**src/design/t1_codec_pkg.sv**
```systemverilog
// Shared constants and types of the T1 section line codec
package t1_codec_pkg;

  // ==================================================
  // Register map (byte addresses)
  localparam logic [7:0] CTRL_OFS  = 8'h00;
  localparam logic [7:0] STAT_OFS  = 8'h04;
  localparam logic [7:0] ISTAT_OFS = 8'h08;
  localparam logic [7:0] IMASK_OFS = 8'h0c;

  // ==================================================
  // Port monitor setting
  typedef enum logic [1:0] {
    PM_NMON = 2'b00,
    PM_MON  = 2'b01,
    PM_AUTO = 2'b10
  } port_mon_t;

  // Control register, bit 0 upward: tx_act, rx_act, b8zs, port_mon
  typedef struct packed {
    port_mon_t port_mon;
    logic      b8zs;
    logic      rx_act;
    logic      tx_act;
  } ctrl_t;
  localparam logic [4:0] CTRL_RST = 5'h00;

  // Status register, bit 0 upward: los, fault_cause, server_fail
  typedef struct packed {
    logic server_fail;
    logic fault_cause;
    logic los;
  } status_t;

  // Interrupt events, bit 0 upward: los_set, los_clear, code_viol
  typedef struct packed {
    logic code_viol;
    logic los_clear;
    logic los_set;
  } evt_t;
  localparam logic [2:0] IRQ_RST = 3'h0;

  // ==================================================
  // Line symbols and zero substitution
  localparam logic [1:0] SYM_ZERO = 2'h0;
  localparam logic [1:0] SYM_MARK = 2'h1;
  localparam logic [1:0] SYM_VIOL = 2'h2;
  localparam int         ZS_LEN   = 8;
  // Oldest first: 0 0 0 V B 0 V B
  localparam logic [15:0] ZS_PATTERN = 16'h0249;

  // ==================================================
  // Timing
  localparam int CLK_KHZ  = 100000;
  localparam int BIT_KBPS = 1544;
  localparam int NCO_W    = 24;
  localparam logic [23:0] NCO_INC =
    24'((64'(BIT_KBPS) << NCO_W) / 64'(CLK_KHZ));
  localparam int BIT_CYC = (CLK_KHZ + BIT_KBPS - 1) / BIT_KBPS;
  localparam int FILL_LIMIT_US  = 250;
  localparam int FILL_LIMIT_CYC = FILL_LIMIT_US * CLK_KHZ / 1000;
  localparam int LOS_ZERO_BITS  = 175;
  localparam int LOS_MIN_ONES   = 22;

endpackage

```
**src/design/t1_line_encoder.sv**
```systemverilog
// Transmit line encoder: AMI or B8ZS onto dual-rail line pulses
`timescale 1ns/10ps
`default_nettype none
module t1_line_encoder #(
  parameter int DEPTH = t1_codec_pkg::ZS_LEN
) (
  input  wire logic clock_i,
  input  wire logic srst_i,
  input  wire logic bit_tick_i,
  input  wire logic bit_data_i,
  input  wire logic b8zs_i,
  input  wire logic active_i,
  output logic      pos_o,
  output logic      neg_o
);
  import t1_codec_pkg::*;

  // ==================================================
  // Elaboration check
  if (DEPTH != ZS_LEN) begin : g_depth_bad
    $error("Encoder depth must equal the substitution length");
  end

  logic [2*DEPTH-1:0] pipe_r;
  logic [2*DEPTH-1:0] shifted;
  logic [2*DEPTH-1:0] pipe_nxt;
  logic [1:0]         out_sym;
  logic               last_pos_r;
  logic               pulse;
  logic               pulse_pos;

  // ==================================================
  // Symbol window; eight pending zeros become the fill pattern
  assign shifted  = {pipe_r[2*DEPTH-3:0], 1'b0, bit_data_i};
  assign pipe_nxt = (b8zs_i && shifted == '0) ? ZS_PATTERN : shifted;

  // Oldest symbol leaves; violations repeat the last polarity
  assign out_sym   = pipe_r[2*DEPTH-1 -: 2];
  assign pulse     = (out_sym != SYM_ZERO);
  assign pulse_pos = (out_sym == SYM_VIOL) ? last_pos_r : ~last_pos_r;

  always_ff @(posedge clock_i) begin
    if (srst_i || !active_i) begin
      pipe_r     <= '0;
      last_pos_r <= 1'b0;
      pos_o      <= 1'b0;
      neg_o      <= 1'b0;
    end else if (bit_tick_i) begin
      pipe_r <= pipe_nxt;
      pos_o  <= pulse & pulse_pos;
      neg_o  <= pulse & ~pulse_pos;
      if (pulse) begin
        last_pos_r <= pulse_pos;
      end
    end
  end

endmodule
`default_nettype wire

```
**src/design/t1_section_codec.sv**
```systemverilog
// T1 section layer codec: line coding, loss of signal and alarm fill
//
// Summary of operation
// - Detect loss of signal; drive trail fail
// - Fault cause only when monitored and lost
// - Automatic monitor state left out
// - Encode client data, AMI or B8ZS
// - Decode line with the configured code
// - Recover bit clock for client and sync
// - Decode cleanly within 50 ppm of rate
// - Trail fail gives server fail, all-ones fill
`timescale 1ns/10ps
`default_nettype none
module t1_section_codec #(
  parameter int LOS_BITS = t1_codec_pkg::LOS_ZERO_BITS,
  parameter int LOS_ONES = t1_codec_pkg::LOS_MIN_ONES,
  parameter int FILL_CYC = t1_codec_pkg::FILL_LIMIT_CYC
) (
  input  wire logic        clock_i,
  input  wire logic        srst_i,
  // APB slave
  input  wire logic        psel_i,
  input  wire logic        penable_i,
  input  wire logic        pwrite_i,
  input  wire logic [7:0]  paddr_i,
  input  wire logic [31:0] pwdata_i,
  output logic      [31:0] prdata_o,
  output logic             pready_o,
  output logic             pslverr_o,
  // Client transmit side
  input  wire logic        client_bit_clock_i,
  input  wire logic        client_data_i,
  // Coded line, dual rail
  output logic             line_tx_pos_o,
  output logic             line_tx_neg_o,
  input  wire logic        line_rx_pos_i,
  input  wire logic        line_rx_neg_i,
  // Client receive side
  output logic             client_data_o,
  output logic             client_clock_o,
  output logic             sync_clock_o,
  output logic             client_server_fail_o,
  output logic             signal_loss_fault_cause_o,
  output logic             irq_o
);
  import t1_codec_pkg::*;

  // ==================================================
  // Elaboration checks
  if (LOS_BITS < 2 || LOS_BITS > 255 || LOS_ONES > LOS_BITS) begin : g_los_bad
    $error("Loss of signal counts out of range");
  end
  if ((ZS_LEN + 2) * BIT_CYC > FILL_CYC) begin : g_fill_bad
    $error("Alarm fill latency exceeds its limit");
  end

  localparam logic [7:0] LOS_LAST = 8'(LOS_BITS - 1);
  localparam logic [7:0] LOS_MIN  = 8'(LOS_ONES);

  // ==================================================
  // Declarations
  ctrl_t       ctrl_r;
  status_t     stat;
  evt_t        evt;
  logic [2:0]  istat_r;
  logic [2:0]  istat_nxt;
  logic [2:0]  imask_r;
  logic [31:0] rd_data;
  logic        sel_ctrl;
  logic        sel_stat;
  logic        sel_istat;
  logic        sel_imask;
  logic        addr_ok;
  logic        setup;
  logic        wr_en;
  port_mon_t   wr_mon;
  logic [3:0]  sync1_r;
  logic [3:0]  sync2_r;
  logic [3:0]  prev_r;
  logic        tx_tick;
  logic        rx_mark;
  logic        rx_edge;
  logic [NCO_W-1:0] phase_r;
  logic [NCO_W-1:0] phase_nxt;
  logic        samp;
  logic        seen_r;
  logic        seen_pos_r;
  logic [15:0] rxw_r;
  logic [15:0] rx_shift;
  logic        prior_pos;
  logic        last_pos_r;
  logic        pol_valid_r;
  logic        zs_hit;
  logic        decoded;
  logic [7:0]  zero_run_r;
  logic [7:0]  win_r;
  logic [7:0]  ones_r;
  logic        win_end;
  logic        los_r;
  logic        trail_fail_in;

  // ==================================================
  // APB decode
  assign setup     = psel_i & ~penable_i;
  assign sel_ctrl  = (paddr_i == CTRL_OFS);
  assign sel_stat  = (paddr_i == STAT_OFS);
  assign sel_istat = (paddr_i == ISTAT_OFS);
  assign sel_imask = (paddr_i == IMASK_OFS);
  assign addr_ok   = sel_ctrl | sel_stat | sel_istat | sel_imask;
  // Write lands at the edge that completes the access
  assign wr_en     = psel_i & penable_i & pready_o & pwrite_i;

  // Read data selection, unmapped reads as zero
  assign rd_data =
    sel_ctrl  ? {27'h0, ctrl_r}  :
    sel_stat  ? {29'h0, stat}    :
    sel_istat ? {29'h0, istat_r} :
    sel_imask ? {29'h0, imask_r} :
    32'h00000000;

  assign wr_mon = (port_mon_t'(pwdata_i[4:3]) == PM_MON) ? PM_MON
                                                          : PM_NMON;

  // Answer one cycle after setup; error on unmapped address
  always_ff @(posedge clock_i) begin
    if (srst_i) begin
      pready_o  <= 1'b0;
      pslverr_o <= 1'b0;
      prdata_o  <= 32'h00000000;
    end else begin
      pready_o  <= setup;
      pslverr_o <= setup & ~addr_ok;
      prdata_o  <= (setup && !pwrite_i) ? rd_data : 32'h00000000;
    end
  end

  always_ff @(posedge clock_i) begin
    if (srst_i) begin
      ctrl_r  <= ctrl_t'(CTRL_RST);
      imask_r <= IRQ_RST;
    end else if (wr_en) begin
      if (sel_ctrl) begin
        ctrl_r <= {wr_mon, pwdata_i[2:0]};
      end
      if (sel_imask) begin
        imask_r <= pwdata_i[2:0];
      end
    end
  end

  // ==================================================
  // Pin synchronisers: tx clock, tx data, rx pos, rx neg
  always_ff @(posedge clock_i) begin
    if (srst_i) begin
      sync1_r <= 4'h0;
      sync2_r <= 4'h0;
      prev_r  <= 4'h0;
    end else begin
      sync1_r <= {line_rx_neg_i, line_rx_pos_i,
                  client_data_i, client_bit_clock_i};
      sync2_r <= sync1_r;
      prev_r  <= sync2_r;
    end
  end

  // ==================================================
  // Transmit adaptation
  // sample on client clock rise
  assign tx_tick = sync2_r[0] & ~prev_r[0];

  t1_line_encoder #(
    .DEPTH (ZS_LEN)
  ) u_encoder (
    .clock_i    (clock_i),
    .srst_i     (srst_i),
    .bit_tick_i (tx_tick),
    .bit_data_i (sync2_r[1]),
    .b8zs_i     (ctrl_r.b8zs),
    .active_i   (ctrl_r.tx_act),
    .pos_o      (line_tx_pos_o),
    .neg_o      (line_tx_neg_o)
  );

  // ==================================================
  // Receive bit timing
  assign rx_mark = sync2_r[2] | sync2_r[3];
  assign rx_edge = rx_mark & ~(prev_r[2] | prev_r[3]);

  assign phase_nxt = rx_edge ? '0 : phase_r + NCO_INC;
  assign samp = ~phase_r[NCO_W-1] & phase_nxt[NCO_W-1];

  // Phase accumulator and pulse catcher; a new pulse wins over the sample clear
  always_ff @(posedge clock_i) begin
    if (srst_i) begin
      phase_r    <= '0;
      seen_r     <= 1'b0;
      seen_pos_r <= 1'b0;
    end else begin
      phase_r <= phase_nxt;
      if (rx_edge) begin
        seen_r     <= 1'b1;
        seen_pos_r <= sync2_r[2];
      end else if (samp) begin
        seen_r <= 1'b0;
      end
    end
  end

  always_ff @(posedge clock_i) begin
    if (srst_i) begin
      client_clock_o <= 1'b0;
      sync_clock_o   <= 1'b0;
    end else begin
      client_clock_o <= ~phase_r[NCO_W-1];
      sync_clock_o   <= ~phase_r[NCO_W-1];
    end
  end

  // ==================================================
  // Receive decoder: window of {mark, positive} per bit
  assign rx_shift  = {rxw_r[13:0], seen_r, seen_pos_r};
  assign prior_pos = rxw_r[15] ? rxw_r[14] : last_pos_r;

  assign zs_hit = ctrl_r.b8zs
                & ~rx_shift[15] & ~rx_shift[13] & ~rx_shift[11]
                & rx_shift[9] & (rx_shift[8] == prior_pos)
                & rx_shift[7] & (rx_shift[6] != prior_pos)
                & ~rx_shift[5]
                & rx_shift[3] & (rx_shift[2] != prior_pos)
                & rx_shift[1] & (rx_shift[0] == prior_pos);

  assign decoded = rxw_r[15];

  // Bipolar violation outside a substitution
  assign evt.code_viol = samp & ctrl_r.rx_act & rxw_r[15]
                       & pol_valid_r & (rxw_r[14] == last_pos_r);

  always_ff @(posedge clock_i) begin
    if (srst_i || !ctrl_r.rx_act) begin
      rxw_r       <= 16'h0000;
      last_pos_r  <= 1'b0;
      pol_valid_r <= 1'b0;
    end else if (samp) begin
      rxw_r      <= zs_hit ? 16'h0000 : rx_shift;
      last_pos_r <= prior_pos;
      if (rxw_r[15]) begin
        pol_valid_r <= 1'b1;
      end
    end
  end

  // ==================================================
  // Receive termination: loss of signal
  assign win_end = samp & (win_r == LOS_LAST);

  assign evt.los_set = samp & ~los_r & ~seen_r
                     & (zero_run_r == LOS_LAST);
  assign evt.los_clear = win_end & los_r
                       & ((ones_r + 8'(seen_r)) >= LOS_MIN);

  always_ff @(posedge clock_i) begin
    if (srst_i) begin
      zero_run_r <= 8'h00;
      win_r      <= 8'h00;
      ones_r     <= 8'h00;
      los_r      <= 1'b0;
    end else if (samp) begin
      if (seen_r) begin
        zero_run_r <= 8'h00;
      end else if (zero_run_r != LOS_LAST) begin
        zero_run_r <= zero_run_r + 8'h01;
      end
      if (win_end || evt.los_set) begin
        win_r  <= 8'h00;
        ones_r <= 8'h00;
      end else begin
        win_r  <= win_r + 8'h01;
        ones_r <= ones_r + 8'(seen_r);
      end
      if (evt.los_set) begin
        los_r <= 1'b1;
      end else if (evt.los_clear) begin
        los_r <= 1'b0;
      end
    end
  end

  assign trail_fail_in = los_r;

  // ==================================================
  // Consequent actions and fault cause
  always_ff @(posedge clock_i) begin
    if (srst_i) begin
      client_server_fail_o      <= 1'b0;
      signal_loss_fault_cause_o <= 1'b0;
    end else begin
      client_server_fail_o <= trail_fail_in;
      signal_loss_fault_cause_o <= (ctrl_r.port_mon == PM_MON) & los_r;
    end
  end

  always_ff @(posedge clock_i) begin
    if (srst_i) begin
      client_data_o <= 1'b0;
    end else if (samp) begin
      client_data_o <= trail_fail_in | (ctrl_r.rx_act & decoded);
    end
  end

  // ==================================================
  // Status and interrupts
  assign stat.los         = los_r;
  assign stat.fault_cause = signal_loss_fault_cause_o;
  assign stat.server_fail = client_server_fail_o;

  // Write one clears; a new event wins over the clear
  assign istat_nxt = (istat_r & ~((wr_en && sel_istat) ? pwdata_i[2:0]
                                                       : 3'h0))
                   | evt;

  always_ff @(posedge clock_i) begin
    if (srst_i) begin
      istat_r <= IRQ_RST;
      irq_o   <= 1'b0;
    end else begin
      istat_r <= istat_nxt;
      irq_o   <= |(istat_r & imask_r);
    end
  end

endmodule
`default_nettype wire

```
**config.mk**
```make
export PLATFORM = sky130hd
export DESIGN_NAME = t1_section_codec
export DESIGN_NICKNAME = d
export VERILOG_FILES = /design/src/design/t1_codec_pkg.sv /design/src/design/t1_line_encoder.sv /design/src/design/t1_section_codec.sv
export SDC_FILE = /design/constraint.sdc
export NUM_CORES = 1
export LEC_CHECK = 0
export BUFFER_PORTS_ARGS = -buffer_cell sky130_fd_sc_hd__clkbuf_2
export CAP_MARGIN = 15
export CORE_MARGIN = 3
export CORE_UTILIZATION = 55
export DETAILED_ROUTE_END_ITERATION = 6
export MAX_ROUTING_LAYER = met4
export PLACE_DENSITY = 0.79
export SLEW_MARGIN = 20
export SYNTH_ARGS = -nofsm -noshare
export SYNTH_HDL_FRONTEND = slang
export SYNTH_SLANG_ARGS = --single-unit
```
**constraint.sdc**
```tcl
create_clock -name clock_i -period 5.2 [get_ports clock_i]
set_clock_uncertainty 0.15 [all_clocks]
set_input_delay 0.52 -clock clock_i [delete_from_list [all_inputs] [get_ports clock_i]]
set_output_delay 0.52 -clock clock_i [all_outputs]
set_load 0.02 [all_outputs]
```
==> run_results.csv <==
group,metric,value,unit
timing,worst_pin_slew,0.769,ns
clock_tree,root_buffer,"clkbuf_8",
final_layout,final-seq-area,2280,µm²
worst_setup_path,cp-end-kind,"register",
placement,placed_area,5070,µm²
logic_synthesis,synth_area,4990,µm²
pwr,vdd_drop_max,0.279,mV
clock_tree,cts_tree,"yes",
timing,rsz0062_at_grt,"false",
timing,max-slew-margin-rel,48.5,%
clock_tree,htreeDepth,4,
worst_setup_path,critPathTopFamily,"simple AND/OR/NAND/NOR gates",
logic_synthesis,yosysTopAreaCell,"dfxtp_1",
clock_tree,clk_pin_slew,0.06,ns
status,outcome,"complete, no violations",
worst_setup_path,path_common_cell,"o21ai_0",
die,initial_utilization,57.0,%
clock_tree,post-cts-setup-buffers,0,
final_layout,postLayoutCellArea,5670,µm²
clock_tree,cts_inserted_buffers,17,
worst_setup_path,slowest_delay,0.60,ns
pwr,p_clk_share,51.1,%
die,core_area,8760,µm²
logic_synthesis,synthArstFlopShare,0,%
final_layout,drive_gt1_share,14.4,%
die,die-area,10300,µm²
logic_synthesis,synth_edf_count,0,
final_layout,mostFrequentLayoutCell,"dfxtp_1",
drt,drt_iter0_drc,160,
grt,grt_usage,19.9,%
logic_synthesis,syn-mean-instance-area,8.84,µm²
logic_synthesis,ys_types,66,
placement,gp_congestion,0.832,
die,rows,34,
placement,hpwl,6.43,mm
placement,portBuffers,35,
final_layout,areaGrowthSynthToFinish,13.5,%
timing,drv_slew,0,
grt,grt_pass1_wl,16.0,mm
timing,tns,0,ns
logic_synthesis,ys_seq_area_share,45.7,%
hold_path,hold_path_class,"input pin to register",
job,max-cap-violations,0,
worst_setup_path,critical_path_buf_inv_count,1,
die,fp.dieW,101,µm
pwr,power_density,397,nW/µm²
pwr,internal-power,1.70,mW
timing,fmax,0.361,GHz
logic_synthesis,ys_ff_latch,114,
drt,drc_errors,0,
timing,fin_crit,2.77,ns
die,ios,91,
logic_synthesis,synth_area_leaders,"dfxtp_1, nand2_1, a21oi_1",
logic_synthesis,yosys.area.top_type_share,45.7,%
timing,fin_crit_sh,53.2,%
pwr,leakage,2.11,nW
worst_setup_path,arrival,3.05,ns
pwr,comb_power_share,7.3,%
timing,finalSetupViolCount,0,
grt,grt_overflow_total,0,
worst_setup_path,crit_chain,"inv_1 > ha_1 > or4b_1 > a211oi_4 > a21oi_2 > nor2_1 > o21ai_0 > o21ai_0",
clock_tree,cts_buffer_depth,2,
clock_tree,clk-insertion-delay-late,0.51,ns
drt,wl,9.77,mm
grt,first_global_vias,3586,
clock_tree,ctsHoldBuffers,0,
grt,grt_max_degree,37,
final_layout,diodes,0,
pwr,p_sw,0.549,mW
drt,dr.pass1.iters,6,
logic_synthesis,yosysWarningCount,0,
clock_tree,cts-resized-gates,0,
worst_setup_path,critPathLaunchType,"register",
die,die_h,101,µm
final_layout,fillCellCount,724,
drt,vias,3988,
worst_setup_path,critPathMaxFanout,11,
drt,antenna_left,0,
final_layout,nNetsFinal,652,
logic_synthesis,ys.flop_type,"dfxtp_1",
logic_synthesis,syn_inst,565,
timing,hold_viol_final,0,
drt,via_per_inst,5.56,
grt,antenna_found_initial,0,
final_layout,final_cell_mix,"dfxtp_1, nand2_1, nor2_1",
worst_setup_path,critical_path_class,"register to register",
pwr,finalPower,2.25,mW
worst_setup_path,cp.required,5.48,ns
pwr,p_sw_share,24.4,%
final_layout,multi_input_area,2410,µm²
clock_tree,cts.sinks,114,
drt,routedWlPerCell,13.6,µm
worst_setup_path,cpMaxStageDelayCell,"or4b_1",
pwr,p_seq_share,41.6,%
-- final timing paths --
check,to,cells after the start,slack (ns),startpoint
worst max-delay path,ones_r[5]$_SDFFE_PP0P_,8,2.43,phase_r[5]$_SDFF_PP0_
worst min-delay path,sync1_r[2]$_SDFF_PP0_,2,0.08,line_rx_pos_i
worst max register to register,ones_r[5]$_SDFFE_PP0P_,8,2.43,phase_r[5]$_SDFF_PP0_
worst min register to register,sync2_r[3]$_SDFF_PP0_,1,0.28,sync1_r[3]$_SDFF_PP0_
-- synthesized netlist by cell type (5+ instances only) --
cell,count
ha_1,7
nand3_1,24
nand2b_1,6
nor2_1,54
mux2i_1,11
and3_1,7
buf_4,30
nor4_1,6
o21ai_0,20
a21oi_1,45
inv_1,14
or3_1,5
nor2b_1,15
dfxtp_1,114
nor3_1,9
xor2_1,11
nand2_1,72
nand4_1,10
a211oi_1,5
xnor2_1,14
clkbuf_1,14
-- flip-flops by register name, indices dropped and copies added (netlist names), 4 cells and up --
register / flops
phase_r: 19
rxw_r: 16
u_encoder.pipe_r: 15
ones_r: 8
win_r: 8
zero_run_r: 8
ctrl_r: 4
prdata_o: 4
sync1_r: 4
sync2_r: 4
-- worst register-to-register path, cell delays in order, from the launching register on --
cell and delay [ns]:
dfxtp_1 0.32, inv_1 0.06, ha_1 0.19, or4b_1 0.60, a211oi_4 0.36, a21oi_2 0.10
nor2_1 0.59, o21ai_0 0.20, o21ai_0 0.12
-- per-layer routing --
metal	GRT usage (%)	vias to the layer above	routed length (µm)
met5	-	-	0
met4	8.59	0	192
met3	5.72	24	594
met2	31.4	130	4730
met1	23.7	1869	4250
li1	-	1965	-
-- per-stage QoR --
stage,hold WS [ns],util (%),std cells,setup slack [ns]
2_1_floorplan,0.243,-,592,2.95
3_3_place_gp,0.266,57.9,685,2.55
3_5_place_dp,0.274,57.9,685,2.48
4_1_cts,0.0645,64.7,717,2.46
5_1_grt,0.0979,64.7,717,2.27
6_report,0.0788,64.7,717,2.43
-- layout make-up --
type	instances	share of cell area (%)
inverter	14	0.927
multi-input combinational	412	42.5
timing repair buffer	37	3.36
sequential	114	40.3
clock buffer	17	7.31
clock inverter	15	3.22
tap	108	2.38
-- power groups by stage --
stage	Sequential (mW)	Clock, mW	Combinational (mW)
6_report	0.935	1.15	0.164
5_1_grt	0.939	1.20	0.183
4_1_cts	0.934	1.17	0.164
3_5_place_dp	0.953	0	0.161
3_3_place_gp	0.951	0	0.154
2_1_floorplan	0.947	0	0.148
-- kinds of logic (layout without fill, tap and decap cells) --
logic type | after synthesis | count (layout) | synth area share [%]
AOI/OAI and AO/OA | 102 | 102 | 13.4
xor gates and xnor gates | 25 | 25 | 4.39
adders and majority gates | 7 | 7 | 1.75
buffers and inverters | 66 | 83 | 8.02
DFF | 114 | 114 | 45.7
muxes | 12 | 12 | 2.66
other | 1 | 28 | 0.0751
and+or+nand+nor | 238 | 238 | 24.0
(Power assumes the default switching activity.)
